**config.mk**
```make
export PLATFORM = sky130hd
export DESIGN_NAME = lp_power_ctrl
export DESIGN_NICKNAME = d
export VERILOG_FILES = /design/src/lp_pkg.sv /design/src/lp_clk_div.sv /design/src/lp_power_ctrl.sv /design/src/lp_settle_timer.sv
export VERILOG_INCLUDE_DIRS = /design/src
export SDC_FILE = /design/constraint.sdc
export NUM_CORES = 1
export LEC_CHECK = 0
export ABC_CLOCK_PERIOD_IN_PS = 3500
export BUFFER_PORTS_ARGS = -buffer_cell sky130_fd_sc_hd__buf_2
export CORE_MARGIN = 10
export CORE_UTILIZATION = 54
export CTS_CLUSTER_DIAMETER = 120
export CTS_CLUSTER_SIZE = 20
export DETAILED_ROUTE_END_ITERATION = 10
export PLACE_DENSITY = 0.8
export SETUP_SLACK_MARGIN = 0.4
export SYNTH_ARGS = -nofsm -noshare
export SYNTH_HDL_FRONTEND = slang
export SYNTH_SLANG_ARGS = --single-unit
```
**constraint.sdc**
```tcl
create_clock -name clk_sys -period 3.5 [get_ports clk_sys]
set_input_delay 0.175 -clock clk_sys [delete_from_list [all_inputs] [get_ports clk_sys]]
set_output_delay 0.175 -clock clk_sys [all_outputs]
set_load 0.01 [all_outputs]
```
**src/lp_consts.svh**
```systemverilog
// register offsets, reset values and timing counts of the low power mode controller
// assumes a 20 MHz system clock and a byte-addressed plain register port
//
// How it works
// - any reset returns to active mode with power and gate registers at reset values
// - four reduced modes chosen through the low power entry call register
// - debug is refused whenever the core is in any reduced mode
// - gate registers clock blocks; analog config powers each analog block separately
// - system clock source selectable, internal rc oscillator after reset
// - a peripheral divider set to zero stops its clock, root keeps running
// - sleep stops only the processor clock until interrupt or reset
// - gated-on peripherals keep running in sleep and can wake the core
// - sleep, deep-sleep and power-down keep state and hold pins static
// - interrupt wake keeps configuration; reset restores default active configuration
// - deep-sleep stops rc oscillator and all clocks except a watchdog clock on the watchdog oscillator, flash in standby
// - non-reset wake from deep-sleep or power-down needs start enable and interrupt controller enable
// - eight pin interrupts wake deep-sleep when enabled in start enable zero
// - reset pin always wakes; brownout or watchdog reset only when kept on
// - serial, watchdog, rtc and gpio group events wake deep-sleep
// - power-down gates clocks, powers flash down, watchdog clock may keep running
// - power-down wake takes longer than deep-sleep wake, analog settling
`ifndef LP_CONSTS_SVH
`define LP_CONSTS_SVH

`define LP_ADDR_PD_CFG     8'h00
`define LP_ADDR_GATE0      8'h04
`define LP_ADDR_GATE1      8'h08
`define LP_ADDR_WAKE_EN0   8'h0C
`define LP_ADDR_WAKE_EN1   8'h10
`define LP_ADDR_BUS_DIV    8'h14
`define LP_ADDR_CLK_SEL    8'h18
`define LP_ADDR_ENTRY      8'h1C
`define LP_ADDR_STATUS     8'h20
`define LP_ADDR_PERIPH_DIV 8'h24

// analog_powerdown_config: a set bit powers the block down
`define LP_PD_RAM    0
`define LP_PD_PLL    1
`define LP_PD_SYSOSC 2
`define LP_PD_IRC    3
`define LP_PD_WDOSC  4
`define LP_PD_BOD    5
`define LP_PD_FLASH  6
`define LP_PD_OSC32K 7

`define LP_RST_PD_CFG     8'h96
`define LP_RST_GATE0      32'h0000_00FF
`define LP_RST_GATE1      32'h0000_0000
`define LP_RST_WAKE_EN    32'h0000_0000
`define LP_RST_BUS_DIV    8'h01
`define LP_RST_PERIPH_DIV 8'h01
`define LP_RST_ENTRY      16'h0000

// entry call fields: mode in the low bits, keep-on mask per analog block above
`define LP_ENTRY_MODE_LO 0
`define LP_ENTRY_MODE_HI 1
`define LP_ENTRY_KEEP_LO 8
`define LP_ENTRY_KEEP_HI 15

// pin interrupts occupy the low byte of wake source 0, gpio group is bit 0 of source 1
`define LP_GPIO_GROUP_BIT 0

`define LP_CLK_NS        50
`define LP_DS_WAKE_NS    10000
`define LP_PD_WAKE_NS    50000
`define LP_DS_WAKE_CYC   ((`LP_DS_WAKE_NS + `LP_CLK_NS - 1) / `LP_CLK_NS)
`define LP_PD_WAKE_CYC   ((`LP_PD_WAKE_NS + `LP_CLK_NS - 1) / `LP_CLK_NS)

`endif

```
**src/lp_pkg.sv**
```systemverilog
// types shared by the low power mode controller and its register port
// assumes the constants header for widths of fields
package lp_pkg;

    typedef enum logic [1:0] {
        MODE_SLEEP,
        MODE_DEEP_SLEEP,
        MODE_POWER_DOWN,
        MODE_DEEP_PD
    } lp_mode_t;

    typedef enum logic [1:0] {
        SRC_IRC,
        SRC_SYSOSC,
        SRC_OSC32K,
        SRC_WDOSC
    } clk_src_t;

    typedef enum logic [2:0] {
        ST_ACTIVE,
        ST_SLEEP,
        ST_DEEP_SLEEP,
        ST_POWER_DOWN,
        ST_DEEP_PD,
        ST_SETTLE
    } power_state_t;

    typedef struct packed {
        logic [7:0]  addr;
        logic [31:0] wdata;
        logic        wr;
        logic        rd;
    } reg_req_t;

    typedef struct packed {
        logic        cpu_clk_en;
        logic        main_clk_en;
        logic [63:0] periph_clk_en;
        logic        wdt_clk_en;
        logic        irc_en;
        logic        flash_standby;
        logic        flash_powerdown;
        logic [7:0]  analog_en;
    } clk_ctrl_t;

endpackage : lp_pkg

```
**src/lp_clk_div.sv**
```systemverilog
// enable-pulse clock divider; a divide value of zero stops the output
// assumes run drops whenever the root clock it follows is gated
`timescale 1ns/100ps
module lp_clk_div (
    input  wire logic       clk_sys,
    input  wire logic       rst,
    input  wire logic       run,
    input  wire logic [7:0] div,
    output logic            tick
);
    logic [7:0] cnt;
    wire        stopped = !run || (div == 8'h00);
    wire        wrap    = (cnt >= div - 8'h01);

    always_ff @(posedge clk_sys) begin
        if (rst || stopped) begin
            cnt  <= 8'h00;
            tick <= 1'b0;
        end else begin
            cnt  <= wrap ? 8'h00 : cnt + 8'h01;
            tick <= wrap;
        end
    end
endmodule : lp_clk_div

```
**src/lp_power_ctrl.sv**
```systemverilog
// low power mode controller: registers, mode sequencer, clock and power gating
// assumes wfi and wake inputs are synchronous single-clock signals from the core side
//
// The address-and-strobe port and the placing of the registers were decided locally.
`timescale 1ns/100ps
`include "lp_consts.svh"
module lp_power_ctrl (
    input  wire logic              clk_sys,
    input  wire logic              rst,
    input  wire lp_pkg::reg_req_t  reg_req,
    output logic [31:0]            reg_rdata,
    input  wire logic              wait_for_interrupt_instruction,
    input  wire logic              irq_pending,
    input  wire logic [31:0]       wake_src0,
    input  wire logic [31:0]       wake_src1,
    input  wire logic [31:0]       nested_interrupt_controller_en0,
    input  wire logic [31:0]       nested_interrupt_controller_en1,
    input  wire logic              bod_reset_in,
    input  wire logic              wdt_reset_in,
    output logic                   reset_req,
    output lp_pkg::clk_ctrl_t      clk_ctrl,
    output logic [1:0]             clk_sel,
    output logic                   bus_tick,
    output logic                   periph_tick,
    output logic                   debug_en,
    output logic                   pin_hold
);
    lp_pkg::power_state_t state;
    lp_pkg::power_state_t next_state;
    lp_pkg::clk_ctrl_t    next_clk;

    logic [7:0]  pd_cfg;
    logic [31:0] gate0;
    logic [31:0] gate1;
    logic [31:0] wake_en0;
    logic [31:0] wake_en1;
    logic [7:0]  bus_div;
    logic [7:0]  periph_div;
    logic [1:0]  clk_src;
    logic [15:0] entry;

    // named copy of the reset word, a literal cannot be bit-selected
    wire [7:0] pd_cfg_rst = `LP_RST_PD_CFG;

    // register port decode
    wire wr_pd     = reg_req.wr && reg_req.addr == `LP_ADDR_PD_CFG;
    wire wr_gate0  = reg_req.wr && reg_req.addr == `LP_ADDR_GATE0;
    wire wr_gate1  = reg_req.wr && reg_req.addr == `LP_ADDR_GATE1;
    wire wr_wake0  = reg_req.wr && reg_req.addr == `LP_ADDR_WAKE_EN0;
    wire wr_wake1  = reg_req.wr && reg_req.addr == `LP_ADDR_WAKE_EN1;
    wire wr_busdiv = reg_req.wr && reg_req.addr == `LP_ADDR_BUS_DIV;
    wire wr_clksel = reg_req.wr && reg_req.addr == `LP_ADDR_CLK_SEL;
    wire wr_entry  = reg_req.wr && reg_req.addr == `LP_ADDR_ENTRY;
    wire wr_pdiv   = reg_req.wr && reg_req.addr == `LP_ADDR_PERIPH_DIV;

    wire [31:0] status_word = {26'h000_0000, debug_en, pin_hold, 1'b0, state};
    wire [31:0] rd_mux =
        (reg_req.addr == `LP_ADDR_PD_CFG)     ? {24'h00_0000, pd_cfg}     :
        (reg_req.addr == `LP_ADDR_GATE0)      ? gate0                     :
        (reg_req.addr == `LP_ADDR_GATE1)      ? gate1                     :
        (reg_req.addr == `LP_ADDR_WAKE_EN0)   ? wake_en0                  :
        (reg_req.addr == `LP_ADDR_WAKE_EN1)   ? wake_en1                  :
        (reg_req.addr == `LP_ADDR_BUS_DIV)    ? {24'h00_0000, bus_div}    :
        (reg_req.addr == `LP_ADDR_CLK_SEL)    ? {30'h0000_0000, clk_src}  :
        (reg_req.addr == `LP_ADDR_ENTRY)      ? {16'h0000, entry}         :
        (reg_req.addr == `LP_ADDR_STATUS)     ? status_word               :
        (reg_req.addr == `LP_ADDR_PERIPH_DIV) ? {24'h00_0000, periph_div} :
        32'h0000_0000;

    // configuration is untouched by mode changes, only by reset or writes
    always_ff @(posedge clk_sys) begin
        if (rst) begin
            pd_cfg     <= `LP_RST_PD_CFG;
            gate0      <= `LP_RST_GATE0;
            gate1      <= `LP_RST_GATE1;
            wake_en0   <= `LP_RST_WAKE_EN;
            wake_en1   <= `LP_RST_WAKE_EN;
            bus_div    <= `LP_RST_BUS_DIV;
            periph_div <= `LP_RST_PERIPH_DIV;
            clk_src    <= lp_pkg::SRC_IRC;
            entry      <= `LP_RST_ENTRY;
        end else begin
            if (wr_pd)     pd_cfg     <= reg_req.wdata[7:0];
            if (wr_gate0)  gate0      <= reg_req.wdata;
            if (wr_gate1)  gate1      <= reg_req.wdata;
            if (wr_wake0)  wake_en0   <= reg_req.wdata;
            if (wr_wake1)  wake_en1   <= reg_req.wdata;
            if (wr_busdiv) bus_div    <= reg_req.wdata[7:0];
            if (wr_clksel) clk_src    <= reg_req.wdata[1:0];
            if (wr_entry)  entry      <= reg_req.wdata[15:0];
            if (wr_pdiv)   periph_div <= reg_req.wdata[7:0];
        end
    end

    always_ff @(posedge clk_sys) begin
        if (rst)
            reg_rdata <= 32'h0000_0000;
        else if (reg_req.rd)
            reg_rdata <= rd_mux;
    end

    // wake qualification
    wire [1:0] sel_mode = entry[`LP_ENTRY_MODE_HI:`LP_ENTRY_MODE_LO];
    wire [7:0] keep_on  = entry[`LP_ENTRY_KEEP_HI:`LP_ENTRY_KEEP_LO];
    wire [31:0] wake_hit0 = wake_src0 & wake_en0 & nested_interrupt_controller_en0;
    wire [31:0] wake_hit1 = wake_src1 & wake_en1 & nested_interrupt_controller_en1;
    // pin interrupts sit in the low byte; gpio group, serial, watchdog, rtc elsewhere
    wire pin_wake   = |wake_hit0[7:0];
    wire other_wake = |wake_hit0[31:8] | |wake_hit1;
    wire deep_wake  = pin_wake | other_wake;
    wire low_state  = state == lp_pkg::ST_DEEP_SLEEP || state == lp_pkg::ST_POWER_DOWN;
    wire keep_bod   = keep_on[`LP_PD_BOD];
    wire keep_wdosc = keep_on[`LP_PD_WDOSC];
    wire next_reset_req = low_state
                        ? ((bod_reset_in && keep_bod) || (wdt_reset_in && keep_wdosc))
                        : (bod_reset_in || wdt_reset_in);

    wire settle_done;
    wire settle_load = low_state && deep_wake;
    wire [10:0] settle_count = (state == lp_pkg::ST_POWER_DOWN)
                             ? 11'(`LP_PD_WAKE_CYC)
                             : 11'(`LP_DS_WAKE_CYC);

    lp_settle_timer u_settle (
        .clk_sys (clk_sys),
        .rst     (rst),
        .load    (settle_load),
        .count   (settle_count),
        .done    (settle_done)
    );

    // a pending wake skips entry, except into deep power-down, so the wfi simply falls through
    wire entry_blocked = (sel_mode == lp_pkg::MODE_SLEEP) ? irq_pending
                       : (sel_mode == lp_pkg::MODE_DEEP_PD) ? 1'b0
                       : (deep_wake || irq_pending);

    always_comb begin
        next_state = state;
        unique case (state)
            lp_pkg::ST_ACTIVE: begin
                if (wait_for_interrupt_instruction && !entry_blocked) begin
                    unique case (sel_mode)
                        lp_pkg::MODE_SLEEP:      next_state = lp_pkg::ST_SLEEP;
                        lp_pkg::MODE_DEEP_SLEEP: next_state = lp_pkg::ST_DEEP_SLEEP;
                        lp_pkg::MODE_POWER_DOWN: next_state = lp_pkg::ST_POWER_DOWN;
                        lp_pkg::MODE_DEEP_PD:    next_state = lp_pkg::ST_DEEP_PD;
                    endcase
                end
            end
            lp_pkg::ST_SLEEP: begin
                if (irq_pending)
                    next_state = lp_pkg::ST_ACTIVE;
            end
            lp_pkg::ST_DEEP_SLEEP, lp_pkg::ST_POWER_DOWN: begin
                if (deep_wake)
                    next_state = lp_pkg::ST_SETTLE;
            end
            // only the reset pin leaves deep power-down
            lp_pkg::ST_DEEP_PD: next_state = lp_pkg::ST_DEEP_PD;
            lp_pkg::ST_SETTLE: begin
                if (settle_done)
                    next_state = lp_pkg::ST_ACTIVE;
            end
            default: next_state = lp_pkg::ST_ACTIVE;
        endcase
    end

    // gating follows the next state so outputs change with the state register
    wire nx_run   = next_state == lp_pkg::ST_ACTIVE || next_state == lp_pkg::ST_SLEEP;
    wire nx_deep  = next_state == lp_pkg::ST_DEEP_SLEEP;
    wire nx_pd    = next_state == lp_pkg::ST_POWER_DOWN;
    wire nx_dpd   = next_state == lp_pkg::ST_DEEP_PD;
    wire nx_low   = nx_deep || nx_pd;
    wire wdosc_on = !pd_cfg[`LP_PD_WDOSC] || keep_wdosc;

    always_comb begin
        next_clk                 = '0;
        next_clk.cpu_clk_en      = next_state == lp_pkg::ST_ACTIVE;
        next_clk.main_clk_en     = nx_run;
        next_clk.periph_clk_en   = nx_run ? {gate1, gate0} : 64'h0000_0000_0000_0000;
        next_clk.wdt_clk_en      = nx_run
                                 || (nx_low && clk_src == lp_pkg::SRC_WDOSC && wdosc_on);
        next_clk.irc_en          = !nx_low && !nx_dpd && !pd_cfg[`LP_PD_IRC];
        next_clk.flash_standby   = nx_deep;
        next_clk.flash_powerdown = nx_pd || nx_dpd;
        // analog blocks drop in deep-sleep and power-down unless held as wake sources, all drop in deep power-down
        next_clk.analog_en       = nx_dpd ? 8'h00
                                 : nx_low ? (~pd_cfg & keep_on)
                                 : ~pd_cfg;
    end

    always_ff @(posedge clk_sys) begin
        if (rst) begin
            state     <= lp_pkg::ST_ACTIVE;
            clk_ctrl  <= '{cpu_clk_en: 1'b1, main_clk_en: 1'b1,
                           periph_clk_en: {`LP_RST_GATE1, `LP_RST_GATE0},
                           wdt_clk_en: 1'b1, irc_en: !pd_cfg_rst[`LP_PD_IRC],
                           flash_standby: 1'b0, flash_powerdown: 1'b0,
                           analog_en: ~pd_cfg_rst};
            debug_en  <= 1'b1;
            pin_hold  <= 1'b0;
            reset_req <= 1'b0;
        end else begin
            state     <= next_state;
            clk_ctrl  <= next_clk;
            debug_en  <= next_state == lp_pkg::ST_ACTIVE;
            pin_hold  <= next_state == lp_pkg::ST_SLEEP || nx_low;
            reset_req <= next_reset_req;
        end
    end

    assign clk_sel = clk_src;

    // bus clock and one peripheral clock, both stoppable by divide value zero
    lp_clk_div u_bus_div (
        .clk_sys (clk_sys),
        .rst     (rst),
        .run     (clk_ctrl.main_clk_en),
        .div     (bus_div),
        .tick    (bus_tick)
    );

    lp_clk_div u_periph_div (
        .clk_sys (clk_sys),
        .rst     (rst),
        .run     (clk_ctrl.main_clk_en),
        .div     (periph_div),
        .tick    (periph_tick)
    );
endmodule : lp_power_ctrl

```
**src/lp_settle_timer.sv**
```systemverilog
// down counter that holds a wake sequence while analog blocks settle
// assumes load is a single-cycle pulse with a nonzero count
`timescale 1ns/100ps
module lp_settle_timer (
    input  wire logic        clk_sys,
    input  wire logic        rst,
    input  wire logic        load,
    input  wire logic [10:0] count,
    output logic             done
);
    logic [10:0] cnt;

    assign done = (cnt == 11'h001);

    always_ff @(posedge clk_sys) begin
        if (rst)
            cnt <= 11'h000;
        else if (load)
            cnt <= count;
        else if (cnt != 11'h000)
            cnt <= cnt - 11'h001;
    end
endmodule : lp_settle_timer
```
==> results by group <==
Cells and area
  • # nets final: about 2000
  • Commonest non-fill, non-tap cell in the layout: nand2_1
  • # fillers: just over 2000
  • Most used cells in the layout excluding fill and tap cells: nand2_1 (347), dfxtp_1 (314), buf_2 (291), a21oi_1 (172), nand3_1 (94)
  • Post-synthesis to final-layout area growth: 19.4%
  • Layout cells sized above 1: 0.210
  • Final Non-Filler Cells: ~2100
  • Design area: around 16000 um^2

Power and ir drop
  • Clock network fraction of total power: 0.327
  • Int Power: around 4.9 mW
  • Peak VDD IR: between 0.2 and 0.25 mV
  • Switching share of total power: 0.254
  • Combinational share of power: 0.112
  • Total power: ~6.6 mW
  • Reg power frac: 0.561
  • Pleak: around 6.2 nW
  • Psw: around 1.7 mW
  • Cell area power density: approximately 430 nW/um^2

STA
  • Fin. Hold Viols: 0
  • Max-Slew Margin vs Limit: 0.315
  • Worst-Margin Slew: approximately 1.0 ns
  • RSZ-0062 raised after global routing: false
  • Max-slew violations: 0
  • Post-route minimum period: ~3.0 ns
  • Clock Skew: 0.0237 ns
  • Endpoints failing setup: 0
  • Max Clock Freq: 329 MHz
  • Setup TNS: 0 ns
  • Final setup margin: approximately 0.46 ns
  • Final period util: 0.868

Critical path
  • WP buf/inv: 2
  • Setup CP Type: reg2reg
  • Worst path required time: roughly 4 ns
  • Critical path launch point type: flip-flop
  • CP max stage delay: around 0.54 ns
  • Worst setup EP type: flip-flop
  • Cell Chain, Critical Path: nand3_1 -> nand4_1 -> or4_1 -> or4_4 -> o31ai_4 -> a31oi_2 -> nor3b_4 -> buf_4 -> clkbuf_16 -> and2_1
  • Crit path arrival time: around 3.5 ns
  • CP delay by family, top: simple AND/OR/NAND/NOR gates
  • Critical-path maximum fanout: 28
  • Slowest-stage cell, CP: or4_1

Clock network
  • CTS HTree Levels: 1
  • Clock root buffer master: clkbuf_16
  • CTS Sinks: around 310
  • CTS tree: yes
  • Worst-path clk slew: around 0.08 ns
  • CTS max path bufs: 3
  • Worst skew pair latency: between 0.5 and 0.6 ns
  • Num CTS Buffers: 19

Route
  • Residual DRC count: 0
  • DR iter-0 viols: around 1600
  • 1st-pass router iterations: 8
  • Via density per instance: approximately 6.0
  • ANT nets after route: 0
  • Average wire per standard cell: about 23 um
  • Routed WL: 48600 um
  • Routed via count: ~13000

Yosys
  • Async set-or-reset flop fraction in the synthesized netlist: 0
  • Post-Syn Area: roughly 13000 um^2
  • Post-synth top flop: dfxtp_1
  • Post-synth cell types: 57
  • Mean Syn Cell Area: 8.38 um^2
  • Post-synth EDFFs: 0
  • Register area share after synthesis: 0.483
  • #FFs+latches synth: roughly 310
  • Syn_nets: 1755
  • Post-synthesis cell count: between 1500 and 2000
  • Ys Warns: 0

Die
  • DIE AREA: between 30000 and 40000 um^2
  • I/O Pins: 293
  • Rows: 56
  • Die width: ~180 um
  • Initial Util: 0.551
  • Die height: about 180 um
  • CORE AREA: around 24000 um^2

Placement
  • Cell Area, Placed: about 15000 um^2
  • Pre-CTS setup slack: about 0.33 ns
  • DP Cell Count: around 2100
  • Port Buffers: ~300
  • Gp weighted congestion: between 1 and 1.5
  • DP Wirelength: roughly 35000 um

Global routing
  • Vias in the first global route: around 13000
  • All-Layer GR Usage: 0.300
  • Total grt overflow: 0
  • First-pass GRT wire length: about 73000 um
  • Initial antenna violation count: 5
  • Largest net degree at the start of global routing: approximately 140

Run
  • Max Cap Viol: 0

Min path
  • Worst min path class: in2reg

Run status
  • Status: complete, no violations
worst reg2reg max path: stages (launching register included):
cell       delay [ns]
dfxtp_1          0.33
nand3_1          0.17
nand4_1          0.18
or4_1            0.54
or4_4            0.52
o31ai_4          0.22
a31oi_2          0.17
nor3b_4          0.20
buf_4            0.21
clkbuf_16        0.21
and2_1           0.18
path summary, 6_finish.rpt:
| kind | start | endpoint | slack, ns | cells after the start |
|---|---|---|---|---|
| min reg2reg | entry[3]$_SDFFE_PP0P_ | entry[3]$_SDFFE_PP0P_ | 0.46 | 2 |
| max reg2reg | wake_en0[7]$_SDFFE_PP0P_ | clk_ctrl[45]$_SDFF_PP0_ | 0.46 | 10 |
| min | reg_req[9] | wake_en1[7]$_SDFFE_PP0P_ | 0.02 | 3 |
| max | wake_en0[7]$_SDFFE_PP0P_ | clk_ctrl[45]$_SDFF_PP0_ | 0.46 | 10 |
cell usage after synthesis, types with 4 or more instances:
master	n	area [um^2]
a21o_1	17	128
a21oi_1	172	861
a31oi_1	11	68.8
o21a_1	4	30.0
a221oi_1	11	96.3
a22oi_1	18	135
nor3_1	19	95.1
buf_2	4	20.0
nand4_1	14	87.6
clkbuf_1	96	360
dfxtp_1	314	6290
nand3b_1	12	90.1
or4_1	5	37.5
a211oi_1	18	135
nand2_1	347	1300
xnor2_1	16	140
buf_4	8	60.1
mux2_2	18	203
nor4b_1	4	35.0
ha_1	27	338
inv_1	21	78.8
nand2b_1	12	75.1
a211o_1	7	61.3
and3_1	26	163
nor3b_1	4	30.0
nand3_1	95	475
and2_1	61	382
mux2i_1	6	60.1
nor4_1	9	56.3
nor2_1	76	285
a22o_1	10	87.6
a2111oi_0	6	52.6
a222oi_1	20	200
xor2_1	16	140
o21ai_0	13	65.1
through the flow:
| stage | hold WS (ns) | util |
|---|---|---|
| final | 0.0191 | 0.658 |
| after global routing | 0.0106 | 0.657 |
| after CTS | 0.00692 | 0.655 |
| after detailed placement | 0.451 | 0.623 |
| after global placement | 0.445 | 0.623 |
| after floorplan | 0.256 | - |
cell families (layout without fill, tap and decap cells):
family | Yosys count | after routing | synth area share
compound gates | 331 | 331 | 0.165
xor+xnor | 32 | 32 | 0.0215
fa+ha+maj | 27 | 27 | 0.0260
buf+inv | 133 | 396 | 0.0413
flops | 314 | 314 | 0.483
mux | 24 | 24 | 0.0202
other cells | 0 | 3 | 0
simple gates | 691 | 691 | 0.243
area by class of cell:
cell class / count / area [um^2] / share of cell area
diodes: 3 / 7.51 / 0.000484
clock buffers: 19 / 475 / 0.0306
clock inverters: 2 / 17.5 / 0.00113
inverters: 21 / 78.8 / 0.00508
multi-input cells: 1105 / 6220 / 0.401
flip-flops and latches: 314 / 6290 / 0.405
well taps: 319 / 399 / 0.0257
repair buffers: 354 / 2040 / 0.131
sequential cells by signal (all words and copies together) (netlist names), 11 cells and up:
register,count
u_settle.cnt,11
reg_rdata,32
wake_en1,32
gate0,32
gate1,32
entry,16
wake_en0,32
clk_ctrl,77
metal layers:
layer	routed length (um)	GRT usage
met5	27	0
met4	3020	0.171
met2	21800	0.471
met3	5250	0.0761
met1	18600	0.367
repair_timing:
| action | in CTS | in global routing |
|---|---|---|
| buffers inserted | 0 | 1 |
| gates cloned | 0 | 1 |
| hold endpoints to repair | 105 | 0 |
| pin swaps | 0 | 2 |
| hold buffers | 26 | 0 |
| endpoints found under the setup margin | 65 | 81 |
| resized for setup | 1 | 7 |
power by group through the flow:
stage	combinational, mW	clock [mW]	sequential [mW]
after CTS	0.717	2.17	3.71
after global routing	0.815	2.29	3.72
after global placement	0.669	0	3.79
after detailed placement	0.689	0	3.79
after floorplan	0.425	0	3.79
final	0.740	2.17	3.71
No activity file was read; power rests on OpenSTA's default activity.
